`config.mk`:
```
export PLATFORM = sky130hd
export DESIGN_NAME = fcaps_regs
export DESIGN_NICKNAME = d
export VERILOG_FILES = /design/src/fcaps_pkg.sv /design/src/fcaps_edge_sync.sv /design/src/fcaps_regs.sv
export SDC_FILE = /design/constraint.sdc
export NUM_CORES = 1
export LEC_CHECK = 0
export ABC_AREA = 1
export BUFFER_PORTS_ARGS = -buffer_cell sky130_fd_sc_hd__clkbuf_2
export CAP_MARGIN = 20
export CELL_PAD_IN_SITES_DETAIL_PLACEMENT = 0
export CELL_PAD_IN_SITES_GLOBAL_PLACEMENT = 1
export CORE_MARGIN = 1.5
export CORE_UTILIZATION = 38
export DETAILED_ROUTE_END_ITERATION = 8
export PLACE_DENSITY = 0.84
export SYNTH_ARGS = -nofsm -noshare
export SYNTH_HDL_FRONTEND = slang
export SYNTH_SLANG_ARGS = --single-unit
```
`constraint.sdc`:
```
create_clock -name ref_clk -period 1.42 [get_ports ref_clk]
set_input_delay 0.071 -clock ref_clk [delete_from_list [all_inputs] [get_ports ref_clk]]
set_output_delay 0.071 -clock ref_clk [all_outputs]
set_load 0.01 [all_outputs]
```
`src/fcaps_pkg.sv`:
```
// Constants for the pixel-clock frequency counter and remote capability registers.
// Assumes a single 125 MHz reference clock and an 8-bit register access port.
package fcaps_pkg;

  // ----------------------------------------------------------------
  // Register offsets
  // ----------------------------------------------------------------
  localparam logic [7:0] ADDR_FREQ_COUNT = 8'h1F; // Frequency count register.
  localparam logic [7:0] ADDR_CAPS_FIRST = 8'h20; // First capability register.
  localparam logic [7:0] ADDR_CAPS_SECOND = 8'h21; // Second capability register, all reserved.

  // ----------------------------------------------------------------
  // Reset values and field positions
  // ----------------------------------------------------------------
  localparam logic [7:0] FREQ_COUNT_RESET = 8'h00; // Count value after reset.
  localparam logic [7:0] CAPS_RESET = 8'h00; // Capability value after reset.
  localparam logic [7:0] COUNT_MAX = 8'hFF; // Saturation value of the edge count.
  localparam int CAP_FREEZE_BIT = 7; // Stops automatic capability loading.
  localparam int CAP_FREQ_TRAIN_BIT = 5; // Frequency training request.
  localparam int CAP_EQ_TRAIN_BIT = 4; // Equalization training request.
  localparam int CAP_DUAL_LINK_BIT = 3; // Remote side supports dual link.
  localparam int CAP_DUAL_CHAN_BIT = 2; // Zero primary, one secondary channel.
  localparam int CAP_WIDE_VIDEO_BIT = 1; // Wide video together with HD audio.
  localparam int CAP_FWD_GPIO_BIT = 0; // GPIO carried in forward frame.
  localparam logic [7:0] CAP_LOAD_MASK = 8'h3F; // Bits that the control channel loads.
  localparam logic [7:0] CAP_SW_MASK = 8'hBF; // Bits that software may write.

  // ----------------------------------------------------------------
  // Timing
  // ----------------------------------------------------------------
  localparam int OSC_PERIOD_NS = 40; // Oscillator period, one interval unit.
  localparam int CLK_PERIOD_NS = 8; // Reference clock period.
  localparam int UNIT_CYCLES = (OSC_PERIOD_NS + CLK_PERIOD_NS - 1) / CLK_PERIOD_NS;
  localparam logic [2:0] UNIT_LAST = 3'(UNIT_CYCLES - 1); // Last prescaler state of a unit.

endpackage

```
`src/fcaps_edge_sync.sv`:
```
// Two-flop synchroniser with a rising-edge pulse for an asynchronous pin.
// Assumes the pin toggles slower than half the sampling clock.
`timescale 1ns/1ps
module fcaps_edge_sync (
  // Clock, reset and enable
  input wire logic ref_clk,
  input wire logic nrst,
  input wire logic ce,
  // Pin and detected edge
  input wire logic pin_async,
  output logic rise_pulse
);

  logic meta_q; // First stage, read only by the second stage.
  logic sync_q; // Second stage, safe to use.
  logic last_q; // Previous synchronised level for edge detection.

  // ----------------------------------------------------------------
  // Synchroniser chain
  // ----------------------------------------------------------------
  // The edge detector looks at the second and third stages only.
  always_ff @(posedge ref_clk) begin
    if (!nrst) begin
      meta_q <= 1'b0;
      sync_q <= 1'b0;
      last_q <= 1'b0;
    end else if (ce) begin
      meta_q <= pin_async;
      sync_q <= meta_q;
      last_q <= sync_q;
    end
  end

  assign rise_pulse = sync_q & ~last_q; // One cycle high per rising edge.

endmodule

```
`src/fcaps_regs.sv`:
```
// Pixel-clock frequency counter and remote capability registers.
// Assumes the register port is driven by the serial control bus slave on ref_clk,
// and the capability load strobe comes from the control channel on the same clock.
`timescale 1ns/1ps
module fcaps_regs (
  // Clock, reset and enable
  input wire logic ref_clk,
  input wire logic nrst,
  input wire logic ce,
  // Register access port
  input wire logic reg_wr,
  input wire logic reg_rd,
  input wire logic [7:0] reg_addr,
  input wire logic [7:0] reg_wdata,
  output logic [7:0] reg_rdata,
  // Pixel clock pin, sampled asynchronously
  input wire logic pixel_clk_pin,
  // Control channel capability load
  input wire logic rx_lock,
  input wire logic cap_load,
  input wire logic [7:0] cap_load_data,
  // Status and capability outputs
  output logic meas_busy,
  output logic freq_training_request,
  output logic eq_training_request,
  output logic dual_link_capable,
  output logic dual_channel_secondary,
  output logic wide_video_with_hd_audio,
  output logic forward_gpio_capable
);

  // ----------------------------------------------------------------
  // Declarations
  // ----------------------------------------------------------------
  logic pix_edge; // One-cycle pulse per synchronised pixel clock rising edge.
  logic freq_wr; // Write to the frequency count register.
  logic caps_wr; // Write to the first capability register.
  logic freq_rd; // Read of the frequency count register.
  logic caps_rd; // Read of the first capability register.
  logic unit_end; // Last reference cycle of one oscillator unit.
  logic count_inc; // Count one more edge this cycle.
  logic cap_auto; // Control channel update accepted this cycle.
  logic [7:0] rdata_d; // Selected read data.
  logic [7:0] count_q; // Edge count, result of the last interval.
  logic [7:0] units_q; // Oscillator units left in the interval.
  logic [2:0] presc_q; // Reference cycles within the current unit.
  logic busy_q; // Interval in progress.
  logic [7:0] caps_q; // First capability register.
  logic [7:0] rdata_q; // Registered read data.

  // ----------------------------------------------------------------
  // Pixel clock edge detection
  // ----------------------------------------------------------------
  // Edges faster than half of ref_clk are undercounted; the result is a rough estimate only.
  fcaps_edge_sync u_pix_sync (
    .ref_clk(ref_clk),
    .nrst(nrst),
    .ce(ce),
    .pin_async(pixel_clk_pin),
    .rise_pulse(pix_edge)
  );

  // ----------------------------------------------------------------
  // Address decode
  // ----------------------------------------------------------------
  assign freq_wr = reg_wr & (reg_addr == fcaps_pkg::ADDR_FREQ_COUNT);
  assign caps_wr = reg_wr & (reg_addr == fcaps_pkg::ADDR_CAPS_FIRST);
  assign freq_rd = reg_rd & (reg_addr == fcaps_pkg::ADDR_FREQ_COUNT);
  assign caps_rd = reg_rd & (reg_addr == fcaps_pkg::ADDR_CAPS_FIRST);
  // The second capability register is fully reserved and reads zero, as does any other address.
  assign rdata_d = freq_rd ? count_q : (caps_rd ? caps_q : 8'h00);

  // ----------------------------------------------------------------
  // Measurement timing
  // ----------------------------------------------------------------
  assign unit_end = busy_q & (presc_q == fcaps_pkg::UNIT_LAST);
  // Counting stops at the maximum instead of wrapping.
  assign count_inc = busy_q & pix_edge & (count_q != fcaps_pkg::COUNT_MAX);

  // A write restarts the measurement from zero; a zero interval counts nothing.
  always_ff @(posedge ref_clk) begin
    if (!nrst) begin
      busy_q <= 1'b0;
      units_q <= 8'h00;
      presc_q <= 3'h0;
    end else if (ce) begin
      if (freq_wr) begin
        busy_q <= (reg_wdata != 8'h00);
        units_q <= reg_wdata;
        presc_q <= 3'h0;
      end else if (unit_end) begin
        presc_q <= 3'h0;
        units_q <= units_q - 8'h01;
        busy_q <= (units_q != 8'h01);
      end else if (busy_q) begin
        presc_q <= presc_q + 3'h1;
      end
    end
  end

  // The count clears on each write and then holds once the interval ends.
  always_ff @(posedge ref_clk) begin
    if (!nrst) begin
      count_q <= fcaps_pkg::FREQ_COUNT_RESET;
    end else if (ce) begin
      if (freq_wr) begin
        count_q <= 8'h00;
      end else if (count_inc) begin
        count_q <= count_q + 8'h01;
      end
    end
  end

  // ----------------------------------------------------------------
  // Capability register
  // ----------------------------------------------------------------
  // Automatic loads need lock and no freeze; a software write in the same cycle wins,
  // since it may be the write that sets the freeze bit.
  assign cap_auto = cap_load & rx_lock & ~caps_q[fcaps_pkg::CAP_FREEZE_BIT];

  always_ff @(posedge ref_clk) begin
    if (!nrst) begin
      caps_q <= fcaps_pkg::CAPS_RESET;
    end else if (ce) begin
      if (caps_wr) begin
        // Software must set freeze with its own values to keep them.
        caps_q <= reg_wdata & fcaps_pkg::CAP_SW_MASK;
      end else if (cap_auto) begin
        // The freeze bit itself belongs to software and is kept.
        caps_q <= (caps_q & ~fcaps_pkg::CAP_LOAD_MASK)
                  | (cap_load_data & fcaps_pkg::CAP_LOAD_MASK);
      end
    end
  end

  // ----------------------------------------------------------------
  // Read data and status
  // ----------------------------------------------------------------
  // Read data is valid the cycle after the read strobe and holds until the next read.
  always_ff @(posedge ref_clk) begin
    if (!nrst) begin
      rdata_q <= 8'h00;
    end else if (ce && reg_rd) begin
      rdata_q <= rdata_d;
    end
  end

  assign reg_rdata = rdata_q;
  assign meas_busy = busy_q;
  // Capability outputs are the register bits themselves, so they come from flops.
  assign freq_training_request = caps_q[fcaps_pkg::CAP_FREQ_TRAIN_BIT];
  assign eq_training_request = caps_q[fcaps_pkg::CAP_EQ_TRAIN_BIT];
  assign dual_link_capable = caps_q[fcaps_pkg::CAP_DUAL_LINK_BIT];
  assign dual_channel_secondary = caps_q[fcaps_pkg::CAP_DUAL_CHAN_BIT];
  assign wide_video_with_hd_audio = caps_q[fcaps_pkg::CAP_WIDE_VIDEO_BIT];
  assign forward_gpio_capable = caps_q[fcaps_pkg::CAP_FWD_GPIO_BIT];
endmodule

```
==> results.txt <==
Most common cell after layout, fill and taps aside = nand2_1
WL/cell = 12.0 um
Endpoints failing hold = 0
Post-DP HPWL = 4520 um
DR vias = 2428
Worst path slowest cell = dfxtp_1
Worst hold path class = input port to flop
CP Max Fanout = 8
Most frequent cells in the layout = nand2_1 (99), nor2_1 (51), inv_1 (46), nand3_1 (46), clkbuf_2 (44)
Die Y = 82.1 um
LEAKAGE = 0.00138 uW
Final setup fails = 0
Vias per inst = 4.81
Finished Layout Cells = 505
Largest cells by area after synthesis = dfxtp_1 (32%), nand2_1 (16%), nand3_1 (9.7%)
First-pass iteration count of the detailed router = 4
Inserted Clock Buffers = 5
Status = finished clean
Layout area overhead = 19.4%
Clock Skews = 4.55 ps
Cell Rows = 28
WS Path Type = flop to flop
Post-synth top area share = 32.0%
Fin Hold WS = 96.8 ps
Slew Limit Headroom = 73.8%
Synth Instances = 377
WL final = 6080 um
Vias in the first global route = 2307
Max frequency = 755 MHz
Launch point of the worst reg-to-reg path = count_q[0]
Syn Nets = 414
Buf/Inv on CP = 0
H-tree depth = 2
First DRT Iteration DRCs = 101
Post-route ant nets = 0
Post-route clock period utilization = 93.3%
Clock Sinks = 38
Hold_sp = cap_load_data[0]
DP Cell Count = 497
Worst-margin pin slew = 393 ps
Ports = 47
Worst-path clk slew = 70 ps
Die W = 82.1 um
Power density cells = 728 nW/um^2
Initial core utilization = 39.7%
Startpoint Class = flop
RD Place Congestion = 0.873
Setup bufs post-CTS = 0
Antenna cells = 0
Final worst slack = 95.4 ps
CP top delay family = simple AND/OR/NAND/NOR gates
Max cap viols = 0
Clock latency at the later pin of the worst-skew pair = 290 ps
Crit path arrival time = 1510 ps
Critical Path Start = count_q[0]
Distinct cells, synth = 30
Clock buffer depth = 2
DRC viols = 0
Flop and latch count out of synthesis = 38
GRT Total Usage = 20.1%
IO Port Bufs = 44
Syn avg cell area = 6.31 sq um
CP max stage delay = 350 ps
First-pass GRT wire length = 10400 um
Tmin final = 1320 ps
Number of enable flip-flop cells after synthesis = 0
Main synth FF type = dfxtp_1
Slew Viols, Final = 0
CP Capture Type = flop
CTS tree = done
Yosys Warn Count = 0
Critical Path, Cell by Cell = ha_2 > nand2_2 > nor2_4 > nand2_2 > nand4_4 > nand2_4 > nand2_1 > a21oi_2
Initial antenna violation count = 0
Congestion Overflow GR = 0
Root Driver = clkbuf_8
Worst Path Required = 1600 ps
Pre-CTS WS = 5.81 ps
Largest net degree at the start of global routing = 18
Maximum vdd drop = 0.503 mV
Most common cell on crit path = nand2_2
Cell accounting for the most synthesized area = dfxtp_1
FFs w/ async S/R, synth = 0%
Sequential share of the synthesized area = 32.0%
Die ar. = 6750 sq um
Nets = 467
Synthesized cell area = 2380 sq um
Core Region = 5990 sq um
Layout cells sized above 1 = 22.1%
metal layers:
metal / vias up / wire length (um) / GRT usage [%] / part of all wire, %
li1: 1297 / - / - / -
met1: 1077 / 3040 / 26.6 / 50
met2: 48 / 2710 / 32.5 / 45
met3: 6 / 255 / 4.07 / 4.2
met4: 0 / 75 / 6.78 / 1.2
met5: - / 0 / 0 / 0
layout make-up:
class                   instances  area [sq um]
repair buffers                 56           313
multi-input cells             280          1410
flip-flops and latches         38           763
clock buffers                   7          76.3
fillers                       630          3150
well taps                      75          93.8
inverters                      49           185
cells in the mapped netlist (3+ instances only):
cell     number
inv_1        46
nor2_1       53
dfxtp_1      38
nand4_1       8
a21oi_1      14
ha_1          5
o21ai_0      19
xor2_1        3
nand2_1     101
buf_2         5
nand2_2       3
nand3_1      46
o21ai_1       3
nor2_2        8
nor2_4        3
worst reg2reg max path: cells and delay by family (launching register included):
| kind | cells | cell delay (ps) |
|---|---|---|
| AOI/OAI and AO/OA | 1 | 50 |
| adders and majority gates | 1 | 200 |
| DFF | 1 | 350 |
| and+or+nand+nor | 6 | 630 |
cell families (layout without fill, tap and decap cells):
family,after synthesis,in the layout,share of synthesized area [%]
flops,38,38,32.0
simple gates,234,234,45.6
buf+inv,59,112,10.4
xor+xnor,3,3,1.10
fa+ha+maj,5,5,2.63
compound gates,38,38,8.25
final timing paths:
kind	end	slack, ps	depth (start not counted)
worst min-delay path	caps_q[0]	100	5
worst min register to register	caps_q[7]	470	2
worst max-delay path	count_q[4]	100	8
worst max register to register	count_q[4]	100	8
where the power goes:
group	internal, uW	switching (uW)
logic	87.9	145
registers	1090	17.8
clock network	339	389
total	1520	552
sequential cells by signal, indices dropped and copies added (netlist names):
register and count:
meas_busy 1, reg_rdata 8, u_pix_sync.meta_q 1, u_pix_sync.last_q 1, caps_q 7, units_q 8
presc_q 3, count_q 8, u_pix_sync.sync_q 1
metrics by stage:
step	total power, uW	cell area, sq um	setup TNS (ps)	util, %
final	2070	2840	0	47.4
after global routing	2170	2840	-57.2	47.4
after CTS	2090	2810	0	46.9
after detailed placement	1360	2710	0	45.3
after global placement	1360	2710	0	45.3
after floorplan	1260	2380	0	-
timing repair:
item	CTS	global route
setup endpoints to repair	4	10
hold buffers	1	0
pin swaps	1	1
endpoints found under the hold margin	1	0
resized for setup	1	12
No activity file was read; power rests on OpenSTA's default activity.
